**src/csbu_pkg.sv**
```systemverilog
// package for the compare, skip and branch unit
// assumes a 32-bit AXI4-Lite register bus and one 100 MHz core clock
package csbu_pkg;

  // ****************************************
  // register map, byte addresses
  // ****************************************
  localparam logic [7:0] CSBU_OFS_INSTR   = 8'h00;
  localparam logic [7:0] CSBU_OFS_OPERAND = 8'h04;
  localparam logic [7:0] CSBU_OFS_FLAGS   = 8'h08;
  localparam logic [7:0] CSBU_OFS_PC      = 8'h0C;
  localparam logic [7:0] CSBU_OFS_STATUS  = 8'h10;

  // ****************************************
  // field positions
  // ****************************************
  localparam int CSBU_INSTR_OP_LSB  = 0;   // opcode [4:0]
  localparam int CSBU_INSTR_SEL_LSB = 8;   // bit or flag select [10:8]
  localparam int CSBU_OPD_DST_LSB   = 0;   // destination value [7:0]
  localparam int CSBU_OPD_SRC_LSB   = 8;   // source / constant / io [15:8]
  localparam int CSBU_OPD_OFS_LSB   = 16;  // signed branch offset [22:16]
  localparam int CSBU_OPD_TWO_BIT   = 24;  // next instruction is two words

  // status flag positions
  localparam int CSBU_FLG_C = 0;
  localparam int CSBU_FLG_Z = 1;
  localparam int CSBU_FLG_N = 2;
  localparam int CSBU_FLG_V = 3;
  localparam int CSBU_FLG_S = 4;
  localparam int CSBU_FLG_H = 5;

  // ****************************************
  // reset values and cycle counts
  // ****************************************
  localparam logic [7:0]  CSBU_FLAGS_RST = 8'h00;
  localparam logic [15:0] CSBU_PC_RST    = 16'h0000;
  localparam logic [1:0]  CSBU_CYC_ONE   = 2'h1;
  localparam logic [1:0]  CSBU_CYC_TWO   = 2'h2;
  localparam logic [1:0]  CSBU_CYC_THREE = 2'h3;
  localparam logic [1:0]  CSBU_RESP_OKAY = 2'h0;
  localparam logic [1:0]  CSBU_RESP_SLV  = 2'h2;

  // ****************************************
  // opcodes
  // ****************************************
  typedef enum logic [4:0] {
    CSBU_OP_COMPARE_IMMEDIATE       = 5'h00,
    CSBU_OP_COMPARE_WITH_CARRY      = 5'h01,
    CSBU_OP_SKIP_REG_BIT_CLEAR      = 5'h02,
    CSBU_OP_SKIP_REG_BIT_SET        = 5'h03,
    CSBU_OP_SKIP_IO_BIT_CLEAR       = 5'h04,
    CSBU_OP_SKIP_IO_BIT_SET         = 5'h05,
    CSBU_OP_BRANCH_STATUS_BIT_SET   = 5'h06,
    CSBU_OP_BRANCH_STATUS_BIT_CLEAR = 5'h07,
    CSBU_OP_BRANCH_EQUAL            = 5'h08,
    CSBU_OP_BRANCH_NOT_EQUAL        = 5'h09,
    CSBU_OP_BRANCH_CARRY_SET        = 5'h0A,
    CSBU_OP_BRANCH_CARRY_CLEAR      = 5'h0B,
    CSBU_OP_BRANCH_SAME_OR_HIGHER   = 5'h0C,
    CSBU_OP_BRANCH_LOWER            = 5'h0D,
    CSBU_OP_BRANCH_MINUS            = 5'h0E,
    CSBU_OP_BRANCH_PLUS             = 5'h0F,
    CSBU_OP_BRANCH_SIGNED_GE        = 5'h10,
    CSBU_OP_BRANCH_SIGNED_LT        = 5'h11,
    CSBU_OP_BRANCH_HALF_CARRY_SET   = 5'h12,
    CSBU_OP_BRANCH_HALF_CARRY_CLEAR = 5'h13
  } csbu_op_e;

endpackage : csbu_pkg

```
**src/csbu_top.sv**
```systemverilog
// compare, skip and branch execution unit behind an AXI4-Lite slave
// assumes software loads operands, flags and pc, then writes the opcode
//
// Functional notes
// RULE_01: compare immediate sets flags, keeps register
// RULE_02: register bit clear skips next instruction
// RULE_03: register bit set skips next instruction
// RULE_04: io bit clear skips next instruction
// RULE_05: io bit set skips next instruction
// RULE_06: selected flag set branches to pc+k+1
// RULE_07: selected flag clear branches to pc+k+1
// RULE_08: equal on zero set, not equal clear
// RULE_09: carry set or lower on carry one
// RULE_10: minus on negative set, plus clear
// RULE_11: signed greater-equal when negative xor overflow zero
// RULE_12: signed less-than when negative xor overflow one
// RULE_13: half carry set and clear branches
// RULE_14: compare with carry keeps zero cleared-only
// RULE_15: branch 1/2 cycles, skip 1/2/3, flags kept
`timescale 1ns/1ps
`default_nettype none

module csbu_top
  import csbu_pkg::*;
(
  // clock and reset
  input  wire logic        clock_i,
  input  wire logic        rst_i,
  // axi write address
  input  wire logic        s_axi_awvalid_i,
  output logic             s_axi_awready_o,
  input  wire logic [7:0]  s_axi_awaddr_i,
  // axi write data
  input  wire logic        s_axi_wvalid_i,
  output logic             s_axi_wready_o,
  input  wire logic [31:0] s_axi_wdata_i,
  input  wire logic [3:0]  s_axi_wstrb_i,
  // axi write response
  output logic             s_axi_bvalid_o,
  input  wire logic        s_axi_bready_i,
  output logic      [1:0]  s_axi_bresp_o,
  // axi read address
  input  wire logic        s_axi_arvalid_i,
  output logic             s_axi_arready_o,
  input  wire logic [7:0]  s_axi_araddr_i,
  // axi read data
  output logic             s_axi_rvalid_o,
  input  wire logic        s_axi_rready_i,
  output logic      [31:0] s_axi_rdata_o,
  output logic      [1:0]  s_axi_rresp_o,
  // core state
  output logic      [15:0] pc_o,
  output logic      [7:0]  flags_o,
  output logic             busy_o
);

  // ****************************************
  // state
  // ****************************************
  logic [15:0] pc_q;
  logic [7:0]  flags_q;
  logic [31:0] opd_q;
  logic [4:0]  op_q;
  logic [2:0]  sel_q;
  logic        busy_q;
  logic [1:0]  cnt_q;
  logic        taken_q;
  logic [1:0]  last_cyc_q;
  logic        aw_q, w_q;
  logic [7:0]  awaddr_q;
  logic [31:0] wdata_q;
  logic [3:0]  wstrb_q;

  // operand views
  logic [7:0]  dst_w, src_w;
  logic [15:0] ofs_w;
  logic        two_w;
  logic [5:0]  alu_flags;
  logic        is_cmp, is_skip, taken_w, commit_w, wr_go;
  logic [1:0]  cyc_w;
  logic [15:0] pc_next_w;

  assign dst_w = opd_q[CSBU_OPD_DST_LSB +: 8];
  assign src_w = opd_q[CSBU_OPD_SRC_LSB +: 8];
  assign ofs_w = {{9{opd_q[CSBU_OPD_OFS_LSB + 6]}},
                  opd_q[CSBU_OPD_OFS_LSB +: 7]};
  assign two_w = opd_q[CSBU_OPD_TWO_BIT];

  // ****************************************
  // decode
  // ****************************************
  // fixed-flag branches are the generic test with a preset flag and sense
  function automatic logic branch_cond(input logic [4:0] op,
                                       input logic [2:0] sel,
                                       input logic [7:0] f);
    logic nv;
    nv = f[CSBU_FLG_N] ^ f[CSBU_FLG_V];
    case (op)
      CSBU_OP_BRANCH_STATUS_BIT_SET:   branch_cond = f[sel];    // [RULE_06]
      CSBU_OP_BRANCH_STATUS_BIT_CLEAR: branch_cond = ~f[sel];   // [RULE_07]
      CSBU_OP_BRANCH_EQUAL:      branch_cond = f[CSBU_FLG_Z];   // [RULE_08]
      CSBU_OP_BRANCH_NOT_EQUAL:  branch_cond = ~f[CSBU_FLG_Z];  // [RULE_08]
      CSBU_OP_BRANCH_CARRY_SET,
      CSBU_OP_BRANCH_LOWER:      branch_cond = f[CSBU_FLG_C];   // [RULE_09]
      CSBU_OP_BRANCH_CARRY_CLEAR,
      CSBU_OP_BRANCH_SAME_OR_HIGHER:
                                 branch_cond = ~f[CSBU_FLG_C];  // [RULE_09]
      CSBU_OP_BRANCH_MINUS:      branch_cond = f[CSBU_FLG_N];   // [RULE_10]
      CSBU_OP_BRANCH_PLUS:       branch_cond = ~f[CSBU_FLG_N];  // [RULE_10]
      CSBU_OP_BRANCH_SIGNED_GE:  branch_cond = ~nv;             // [RULE_11]
      CSBU_OP_BRANCH_SIGNED_LT:  branch_cond = nv;              // [RULE_12]
      CSBU_OP_BRANCH_HALF_CARRY_SET:
                                 branch_cond = f[CSBU_FLG_H];   // [RULE_13]
      CSBU_OP_BRANCH_HALF_CARRY_CLEAR:
                                 branch_cond = ~f[CSBU_FLG_H];  // [RULE_13]
      default:                   branch_cond = 1'b0;
    endcase
  endfunction

  // skip test: register and io forms both look at the source byte
  always_comb begin
    is_cmp  = (op_q == CSBU_OP_COMPARE_IMMEDIATE)
            | (op_q == CSBU_OP_COMPARE_WITH_CARRY);
    is_skip = (op_q >= CSBU_OP_SKIP_REG_BIT_CLEAR)
            & (op_q <= CSBU_OP_SKIP_IO_BIT_SET);
    case (op_q)
      CSBU_OP_SKIP_REG_BIT_CLEAR: taken_w = ~src_w[sel_q];  // [RULE_02]
      CSBU_OP_SKIP_REG_BIT_SET:   taken_w = src_w[sel_q];   // [RULE_03]
      CSBU_OP_SKIP_IO_BIT_CLEAR:  taken_w = ~src_w[sel_q];  // [RULE_04]
      CSBU_OP_SKIP_IO_BIT_SET:    taken_w = src_w[sel_q];   // [RULE_05]
      default: taken_w = branch_cond(op_q, sel_q, flags_q);
    endcase
    if (is_cmp || !taken_w) begin
      cyc_w     = CSBU_CYC_ONE;
      pc_next_w = pc_q + 16'h0001;
    end else if (is_skip) begin
      cyc_w     = two_w ? CSBU_CYC_THREE : CSBU_CYC_TWO;    // [RULE_15]
      pc_next_w = pc_q + (two_w ? 16'h0003 : 16'h0002);
    end else begin
      cyc_w     = CSBU_CYC_TWO;                             // [RULE_15]
      pc_next_w = pc_q + ofs_w + 16'h0001;
    end
  end

  csbu_cmp_alu u_alu (
    .dst_i   (dst_w),
    .src_i   (src_w),
    .carry_i (flags_q[CSBU_FLG_C]),
    .zero_i  (flags_q[CSBU_FLG_Z]),
    .chain_i (op_q == CSBU_OP_COMPARE_WITH_CARRY),          // [RULE_14]
    .flags_o (alu_flags)
  );

  // ****************************************
  // axi write path
  // ****************************************
  assign wr_go    = aw_q & w_q & ~s_axi_bvalid_o;
  assign commit_w = busy_q & (cnt_q == CSBU_CYC_ONE);

  // address and data are taken independently, answered once both held
  always_ff @(posedge clock_i or posedge rst_i) begin
    if (rst_i) begin
      aw_q <= 1'b0;
      w_q  <= 1'b0;
      awaddr_q <= 8'h00;
      wdata_q  <= 32'h0000_0000;
      wstrb_q  <= 4'h0;
      s_axi_bvalid_o <= 1'b0;
      s_axi_bresp_o  <= CSBU_RESP_OKAY;
    end else begin
      if (s_axi_awvalid_i && s_axi_awready_o) begin
        aw_q     <= 1'b1;
        awaddr_q <= s_axi_awaddr_i;
      end
      if (s_axi_wvalid_i && s_axi_wready_o) begin
        w_q     <= 1'b1;
        wdata_q <= s_axi_wdata_i;
        wstrb_q <= s_axi_wstrb_i;
      end
      if (wr_go) begin
        aw_q <= 1'b0;
        w_q  <= 1'b0;
        s_axi_bvalid_o <= 1'b1;
        // writes during execution are refused to keep operands stable
        s_axi_bresp_o  <= (busy_q || awaddr_q > CSBU_OFS_PC
                           || awaddr_q[1:0] != 2'h0)
                          ? CSBU_RESP_SLV : CSBU_RESP_OKAY;
      end else if (s_axi_bready_i) begin
        s_axi_bvalid_o <= 1'b0;
      end
    end
  end

  assign s_axi_awready_o = ~aw_q & ~s_axi_bvalid_o;
  assign s_axi_wready_o  = ~w_q & ~s_axi_bvalid_o;

  // ****************************************
  // execution and architectural state
  // ****************************************
  // besides flags register writes, flags only change at commit of a compare; skips and branches keep them
  always_ff @(posedge clock_i or posedge rst_i) begin
    if (rst_i) begin
      pc_q <= CSBU_PC_RST;
      flags_q <= CSBU_FLAGS_RST;
      opd_q <= 32'h0000_0000;
      op_q <= 5'h00;
      sel_q <= 3'h0;
      busy_q <= 1'b0;
      cnt_q <= 2'h0;
      taken_q <= 1'b0;
      last_cyc_q <= 2'h0;
    end else if (wr_go && !busy_q) begin
      case (awaddr_q)
        CSBU_OFS_INSTR: begin
          if (wstrb_q[0]) begin
            op_q   <= wdata_q[CSBU_INSTR_OP_LSB +: 5];
            busy_q <= 1'b1;
            cnt_q  <= 2'h0;
          end
          if (wstrb_q[1]) sel_q <= wdata_q[CSBU_INSTR_SEL_LSB +: 3];
        end
        CSBU_OFS_OPERAND: begin
          for (int i = 0; i < 4; i++) begin
            if (wstrb_q[i]) opd_q[8*i +: 8] <= wdata_q[8*i +: 8];
          end
        end
        CSBU_OFS_FLAGS: if (wstrb_q[0]) flags_q <= wdata_q[7:0];
        CSBU_OFS_PC: begin
          if (wstrb_q[0]) pc_q[7:0]  <= wdata_q[7:0];
          if (wstrb_q[1]) pc_q[15:8] <= wdata_q[15:8];
        end
        default: ;
      endcase
    end else if (busy_q && cnt_q == 2'h0) begin
      // first busy cycle: operands are stable, fix the cycle count
      // this cycle already counts, so the counter holds the rest
      cnt_q   <= cyc_w - 2'h1;
      taken_q <= taken_w & ~is_cmp;
      last_cyc_q <= cyc_w;
      if (cyc_w == CSBU_CYC_ONE) begin
        busy_q <= 1'b0;
        pc_q   <= pc_next_w;
        if (is_cmp) flags_q[5:0] <= alu_flags;          // [RULE_01] [RULE_14]
      end
    end else if (busy_q) begin
      cnt_q <= cnt_q - 2'h1;
      if (commit_w) begin
        busy_q <= 1'b0;
        pc_q   <= pc_next_w;                             // [RULE_15]
      end
    end
  end

  // ****************************************
  // axi read path
  // ****************************************
  always_ff @(posedge clock_i or posedge rst_i) begin
    if (rst_i) begin
      s_axi_rvalid_o <= 1'b0;
      s_axi_rdata_o  <= 32'h0000_0000;
      s_axi_rresp_o  <= CSBU_RESP_OKAY;
    end else if (s_axi_arvalid_i && s_axi_arready_o) begin
      s_axi_rvalid_o <= 1'b1;
      s_axi_rresp_o  <= CSBU_RESP_OKAY;
      case (s_axi_araddr_i)
        CSBU_OFS_INSTR:   s_axi_rdata_o <= {21'h000000, sel_q, 3'h0, op_q};
        CSBU_OFS_OPERAND: s_axi_rdata_o <= opd_q;
        CSBU_OFS_FLAGS:   s_axi_rdata_o <= {24'h000000, flags_q};
        CSBU_OFS_PC:      s_axi_rdata_o <= {16'h0000, pc_q};
        CSBU_OFS_STATUS:  s_axi_rdata_o <= {28'h0000000, last_cyc_q,
                                            taken_q, busy_q};
        default: begin
          s_axi_rdata_o <= 32'h0000_0000;
          s_axi_rresp_o <= CSBU_RESP_SLV;
        end
      endcase
    end else if (s_axi_rready_i) begin
      s_axi_rvalid_o <= 1'b0;
    end
  end

  assign s_axi_arready_o = ~s_axi_rvalid_o;
  assign pc_o    = pc_q;
  assign flags_o = flags_q;
  assign busy_o  = busy_q;

  // ****************************************
  // checks
  // ****************************************
  logic eval_w;
  assign eval_w = busy_q & (cnt_q == 2'h0);
endmodule // csbu_top

`default_nettype wire

```
**src/csbu_cmp_alu.sv**
```systemverilog
// subtract-only flag generator for the compare instructions
// assumes operands held stable by the caller; purely combinational
`timescale 1ns/1ps
`default_nettype none

module csbu_cmp_alu
  import csbu_pkg::*;
(
  // operands
  input  wire logic [7:0] dst_i,
  input  wire logic [7:0] src_i,
  input  wire logic       carry_i,
  input  wire logic       zero_i,
  input  wire logic       chain_i,
  // flags out
  output logic      [5:0] flags_o
);

  logic [8:0] diff;
  logic [7:0] r;

  // ****************************************
  // difference and flags
  // ****************************************
  // the difference is only used for flags, never written back
  always_comb begin
    diff = {1'b0, dst_i} - {1'b0, src_i} - {8'h00, chain_i & carry_i};
    r    = diff[7:0];
    flags_o[CSBU_FLG_C] = (~dst_i[7] & src_i[7]) | (src_i[7] & r[7])
                        | (r[7] & ~dst_i[7]);
    flags_o[CSBU_FLG_H] = (~dst_i[3] & src_i[3]) | (src_i[3] & r[3])
                        | (r[3] & ~dst_i[3]);
    flags_o[CSBU_FLG_V] = (dst_i[7] & ~src_i[7] & ~r[7])
                        | (~dst_i[7] & src_i[7] & r[7]);
    flags_o[CSBU_FLG_N] = r[7];
    flags_o[CSBU_FLG_S] = r[7] ^ flags_o[CSBU_FLG_V];
    // with carry the zero flag may only fall, so chains stay correct
    flags_o[CSBU_FLG_Z] = (r == 8'h00) & (chain_i ? zero_i : 1'b1);
  end

endmodule // csbu_cmp_alu

`default_nettype wire

```
**config.mk**
```make
export PLATFORM = sky130hd
export DESIGN_NAME = csbu_top
export DESIGN_NICKNAME = d
export VERILOG_FILES = /design/src/csbu_pkg.sv /design/src/csbu_top.sv /design/src/csbu_cmp_alu.sv
export SDC_FILE = /design/constraint.sdc
export NUM_CORES = 1
export LEC_CHECK = 0
export BUFFER_PORTS_ARGS = -buffer_cell sky130_fd_sc_hd__buf_4
export CORE_MARGIN = 8
export CORE_UTILIZATION = 53
export CTS_CLUSTER_DIAMETER = 100
export DETAILED_ROUTE_END_ITERATION = 8
export PLACE_DENSITY_LB_ADDON = 0.08
export SLEW_MARGIN = 20
export SYNTH_ARGS = -nofsm -noshare
export SYNTH_HDL_FRONTEND = slang
export SYNTH_SLANG_ARGS = --single-unit
export TNS_END_PERCENT = 20
```
**constraint.sdc**
```tcl
create_clock -name clock_i -period 4.41 [get_ports clock_i]
set_input_delay 0.2205 -clock clock_i [delete_from_list [all_inputs] [get_ports clock_i]]
set_output_delay 0.2205 -clock clock_i [all_outputs]
set_load 0.03 [all_outputs]
```
Word-level counts from Yosys, hierarchy flattened
Index checks and enable logic that the tools add are counted.

word-level totals
  input bits = 59
  flip-flop bits (word level) = 154
  output and inout bits = 66
  logic and storage cells = 206
  memory bits (read-only) = 0
  RAM bits = 0
  memories kept = 0
  bits in latches = 0

cells by class
  div/mod/pow operators = 0
  multiplexer cells = 50
  add/subtract/negate cells = 8
  equal/unequal tests = 34
  multiply operators = 0
  shift-type cells = 0
  magnitude comparators = 4
  bitwise logic cells = 43
  reduce and logical (&&, ||, !) cells = 43

operator list
  operator                 count
  $pmux W32 S5             1
  $mux W16                 8
  $eq A5 B4 Y1 const B     8
  $mux W6                  6
  $add A16 B1 Y16 const B  2
  $eq A8 B4 Y1 const B     4
  $reduce_and A3 Y1        9
  $logic_not A8 Y1         3
  $mux W1                  21
  $eq A5 B3 Y1 const B     4
  $eq A5 B5 Y1 const B     4
  $and A1 B1 Y1            18
  $not A1 Y1               17
  $add A16 B16 Y16         1
  $add A16 B2 Y16          1
  $eq A8 B3 Y1 const B     2
  $mux W2                  8
  $mux W8                  2
  $reduce_bool A2 Y1       8
  $reduce_and A5 Y1        3
  $pmux W1 S12             1
  $eq A5 B2 Y1 const B     2
  $eq A8 B5 Y1 const B     1
  $gt A8 B4 Y1 const B     1
  24 further kinds         47

Logic depth before layout (Yosys ltp)
  depth in word-level cells = 12
  gate-level depth with buffers = 13
  depth with buffers taken out = 12

Cells and area by module
A second synthesis with hierarchy kept.

second synthesis, totals
  cell total of the unflattened synthesis = 850
  area, all modules = 8717.1 um2

by module, submodules not included
  module        times used  cells an instance  area an instance (um2)
  csbu_top      1           771                8120.3
  csbu_cmp_alu  1           79                 596.8

Worst setup path after synthesis
OpenSTA, ideal clock, no wires.

  path type = flip-flop to flip-flop
  start point = reg op_q[2]
  end point = reg flags_q[3], in the netlist flags_o[3]
  path slack = 1296 ps
  data required time = 4285 ps
  buffers on the path = 1
  arrival = 2990 ps
  stages on the path, launching flop included = 14
  period minus slack after synthesis = 3114 ps
  path through = dfrtp_1 clkbuf_1 nor4_1 nand3_1 fa_1 ha_1 nand2_1 a21boi_0 o21a_1 o2111a_1 a211o_1 mux2i_1 o21ai_0 mux2_2

on the way
  longest elaborated chain between the ends = 10

RTL lines
  element                                                    line                                              RTL
  start: declaration                                         csbu_top.sv:63                                    logic [4:0] op_q;
  start signal: assignment                                   csbu_top.sv:216                                   op_q <= wdata_q[CSBU_INSTR_OP_LSB +: 5];
  $eq A5 B1 Y1 / $eq A5 B4 Y1 (equally long branches)        csbu_top.sv:123, csbu_top.sv:150, csbu_top.sv:98
  $and A1 B1 Y1 / $reduce_or A2 Y1 (equally long branches)   csbu_cmp_alu.sv:27, csbu_top.sv:98
  $sub A8 B1 Y8 / $pmux W1 S12 (equally long branches)       csbu_cmp_alu.sv:27, csbu_top.sv:98
  $not A1 Y1 / $pmux W1 S2 (equally long branches)           csbu_cmp_alu.sv:33, csbu_top.sv:126
  $and A1 B1 Y1 / $logic_not A1 Y1 (equally long branches)   csbu_cmp_alu.sv:33, csbu_top.sv:133
  $or A1 B1 Y1 / $logic_or A1 B1 Y1 (equally long branches)  csbu_cmp_alu.sv:34, csbu_top.sv:133
  $mux W6 / $mux W2 (equally long branches)                  csbu_top.sv:243, csbu_top.sv:133
  $mux W6 / $eq A2 B1 Y1 (equally long branches)             csbu_top.sv:240                                   if (cyc_w == CSBU_CYC_ONE) begin
  $mux W6 / $reduce_bool A2 Y1 (equally long branches)       -
  $mux W6 / $reduce_and A5 Y1 (equally long branches)        -
  end signal: assignment                                     csbu_top.sv:227                                   CSBU_OFS_FLAGS: if (wstrb_q[0]) flags_q <= wdata_q[7:0];
  end signal: assignment                                     csbu_top.sv:243                                   if (is_cmp) flags_q[5:0] <= alu_flags;
  end: declaration                                           csbu_top.sv:61                                    logic [7:0] flags_q;

Parallel ways exist; a longest one is shown, timed or not. The select of a mux whose other input is x is not followed.
A chain may end at the register's enable or synchronous reset.

Worst setup path after layout
  start point = reg op_q[4]
  end point = reg flags_q[3], in the netlist flags_o[3]

Same word-level chain as after synthesis.

==> results.py <==
metrics = {
    "timing": {
        "fmax_ghz": 0.281,
        "period_minus_slack_ps": 3560,
        "skew_ps": 8.65,
        "holdWs_ps": 7.38,
        "setup_viol": 0,
        "relSlewSlack_pct": 24.0,
        "worst_pin_slew_ps": 1110,
        "finalHoldViolCount": 0,
        "fin_ws_ps": 854,
        "slew_violations": 0,
        "fin_tns_setup_ps": 0,
        "finalCritPeriodShare_pct": 80.6,
        "rsz0062_at_grt": "no",
    },
    "synthesis": {
        "yosys.area.top_type": "dfrtp_1",
        "synth_edf_count": 0,
        "yosys_warnings": 0,
        "synthArstFlopShare_pct": 100,
        "synth.avg_cell_area_um2": 10.0,
        "yosys-top-cells-count": "dfrtp_1 (151), nand2_1 (108), mux2_2 (92)",
        "syn_area_um2": 8800,
        "synth_cells": 880,
        "netlist_top_cells_area": "dfrtp_1 (43%), mux2_2 (12%), ha_1 (4.8%)",
        "ys_types": 75,
        "yosysTopAreaCellShare_pct": 43.0,
        "seq_area_frac_synth_pct": 43.0,
        "synthFlopType": "dfrtp_1",
        "ys_ff_latch": 151,
        "yosysMostFrequentCell": "dfrtp_1",
    },
    "clock_tree": {
        "cts_buffer_depth": 2,
        "cts.clk_slew.worst_paths_ps": 60,
        "root_buffer": "clkbuf_16",
        "cts_tree": "yes",
        "cts_buffers": 17,
        "cts_setup_buffers": 0,
        "clock-sinks": 151,
        "htreeDepth": 4,
        "clkLatencyLatePin_ps": 430,
    },
    "floorplan": {
        "die_x_um": 145,
        "start_util_pct": 53.6,
        "die_y_um": 145,
        "io_pins": 125,
        "rows": 47,
        "die_area_um2": 21000,
        "core_um2": 16400,
    },
    "placed_design": {
        "pre_cts_slack_ps": 935,
        "gp_congestion": 0.922,
        "io_buffers": 122,
        "hpwlAfterDp_mm": 18.0,
        "place_area_um2": 9830,
    },
    "drt": {
        "num_vias": 7192,
        "first_pass_iters": 6,
        "via_per_inst": 5.90,
        "first_iter_violations": 470,
        "detail_route.wl_per_cell_um": 19.8,
        "final_antenna_net_count": 0,
        "drc": 0,
        "wirelength_mm": 24.1,
    },
    "worst_setup_path": {
        "cpPeakStageDelay_ps": 550,
        "worstSetupPathDepth": 12,
        "crit_family": "simple AND/OR/NAND/NOR gates",
        "worstSetupStartpointType": "register",
        "crit_start": "op_q[4]",
        "worstPathCellList": "nor4_1, nand3_1, fa_1, ha_1, nor2b_1, a21boi_0, o21a_1, o2111a_1, a211o_1, mux2i_1, o21ai_0, mux2_2",
        "reg2reg_depth": 12,
        "worstSetupPathType": "register to register",
        "cp_max_fo": 7,
        "crit_required_ps": 4730,
        "reg2reg_slack_ps": 850,
        "worst-path-buf-inv": 0,
        "r2r-start": "op_q[4]",
        "slowest_stage": "nor4_1",
        "rr_endpoint": "flags_o[3]",
        "cp-endpoint": "flags_o[3]",
        "cp.arrival_ps": 3880,
        "cp-end-kind": "register",
    },
    "cells_and_area": {
        "area.growth.synth_to_final_pct": 18.7,
        "fillers": 1409,
        "fin_nets": 1082,
        "n_antenna_cell": 0,
        "drive_above_1_share_pct": 27.1,
        "final_area_um2": 10400,
    },
    "job": {
        "drv_cap": 0,
    },
    "outcome": {
        "outcome": "finished, final reports clean",
    },
    "grt": {
        "grt_use_total_pct": 24.0,
        "grt_max_degree": 113,
        "grt_overflow": 0,
        "grt_pass1_vias": 7132,
        "grt_pass1_wl_mm": 38.6,
        "antenna_found_initial": 0,
    },
    "pwr": {
        "vdd_ir_drop_max_v": 0.000492,
        "p_leak_uw": 0.00492,
        "p_per_area_nw_per_um2": 551,
    },
    "worst_hold_path": {
        "hold_path_class": "input port to register",
    },
}
-- registers in the layout (all words and copies together) (netlist names), 2 cells and up --
name	count
opd_q	32
op_q	5
wdata_q	32
s_axi_rdata_o	32
cnt_q	2
wstrb_q	4
awaddr_q	8
flags_o	8
pc_o	16
sel_q	3
-- cells by family after synthesis --
group,Yosys count,share of synthesized area [%]
buffers and inverters,86,4.12
adder cells (fa/ha/maj),37,5.52
AND/OR/NAND/NOR,260,14.2
AO/OA/AOI/OAI,199,15.0
flip-flops,151,43.0
multiplexers,113,14.8
other,1,0.0426
XOR/XNOR,33,3.29
-- worst min-delay path: stages --
cell	delay, ps
buf_4	80
nand2_1	40
o21ai_0	60
-- report_power, final --
group / internal, uW / switching, uW / total [uW]
logic: 971 / 1210 / 2180
clock network: 795 / 610 / 1410
registers: 1730 / 444 / 2170
total: 3490 / 2260 / 5750
-- worst min path at each step --
stage,slack [ps],cells after the start,startpoint,to
3_3_place_gp,400,2,s_axi_rready_i,s_axi_rvalid_o
3_5_place_dp,410,2,s_axi_rready_i,s_axi_rvalid_o
6_report,7,3,s_axi_awaddr_i[3],awaddr_q[3]
5_1_grt,3,2,s_axi_wstrb_i[1],wstrb_q[1]
4_1_cts,0.4,3,s_axi_awaddr_i[3],awaddr_q[3]
2_1_floorplan,320,1,s_axi_bready_i,s_axi_bvalid_o
-- placed cells by master (no fill, tap or decap), drive strengths merged, types with 6 or more instances in the layout --
cell      netlist  layout
a211oi         11      11
a21o           10      10
a21oi          33      33
a22oi           9       9
a31oi          11      11
and2            8       8
and3            9       9
buf            13     128
clkbuf         33      19
clkinvlp        0       6
dfrtp         151     151
ha             34      34
inv            40      43
mux2           92      92
mux2i          17      17
nand2         108     108
nand2b          8       8
nand3          33      33
nand4           6       6
nor2           46      46
nor2b           9       9
nor3            9       9
o211ai          8       8
o21a           10      10
o21ai          60      60
o31ai           8       8
xnor2          18      18
xor2           15      15
-- routing by layer --
metal	wire (um)	global-route usage (%)
met5	0	0
met4	384	6.90
met3	1620	4.92
met2	11000	36.9
met1	11100	33.5
-- per-stage QoR --
| stage | utilization, % | cells | power, uW |
|---|---|---|---|
| detailed placement | 59.9 | 1183 | 4340 |
| floorplan | - | 881 | 3680 |
| global placement | 59.9 | 1183 | 4300 |
| CTS | 63.5 | 1217 | 5760 |
| global route | 63.6 | 1218 | 6090 |
| finish | 63.6 | 1218 | 5750 |
-- final cells by class --
cell class              count  area (um2)  share of cell area (%)
clock buffers              19         443                    4.24
multi-input cells         644        4660                    44.7
inverters                  40         158                    1.51
flip-flops and latches    151        3780                    36.2
clock inverters            12         121                    1.16
repair buffers            132        1000                    9.59
well taps                 220         275                    2.64
-- what timing repair did --
| item | in CTS | in global routing |
|---|---|---|
| hold buffers | 3 | 1 |
| endpoints found under the hold margin | 3 | 4 |
| gates resized for setup | 0 | 0 |
Power figures use the tool's default switching activity.
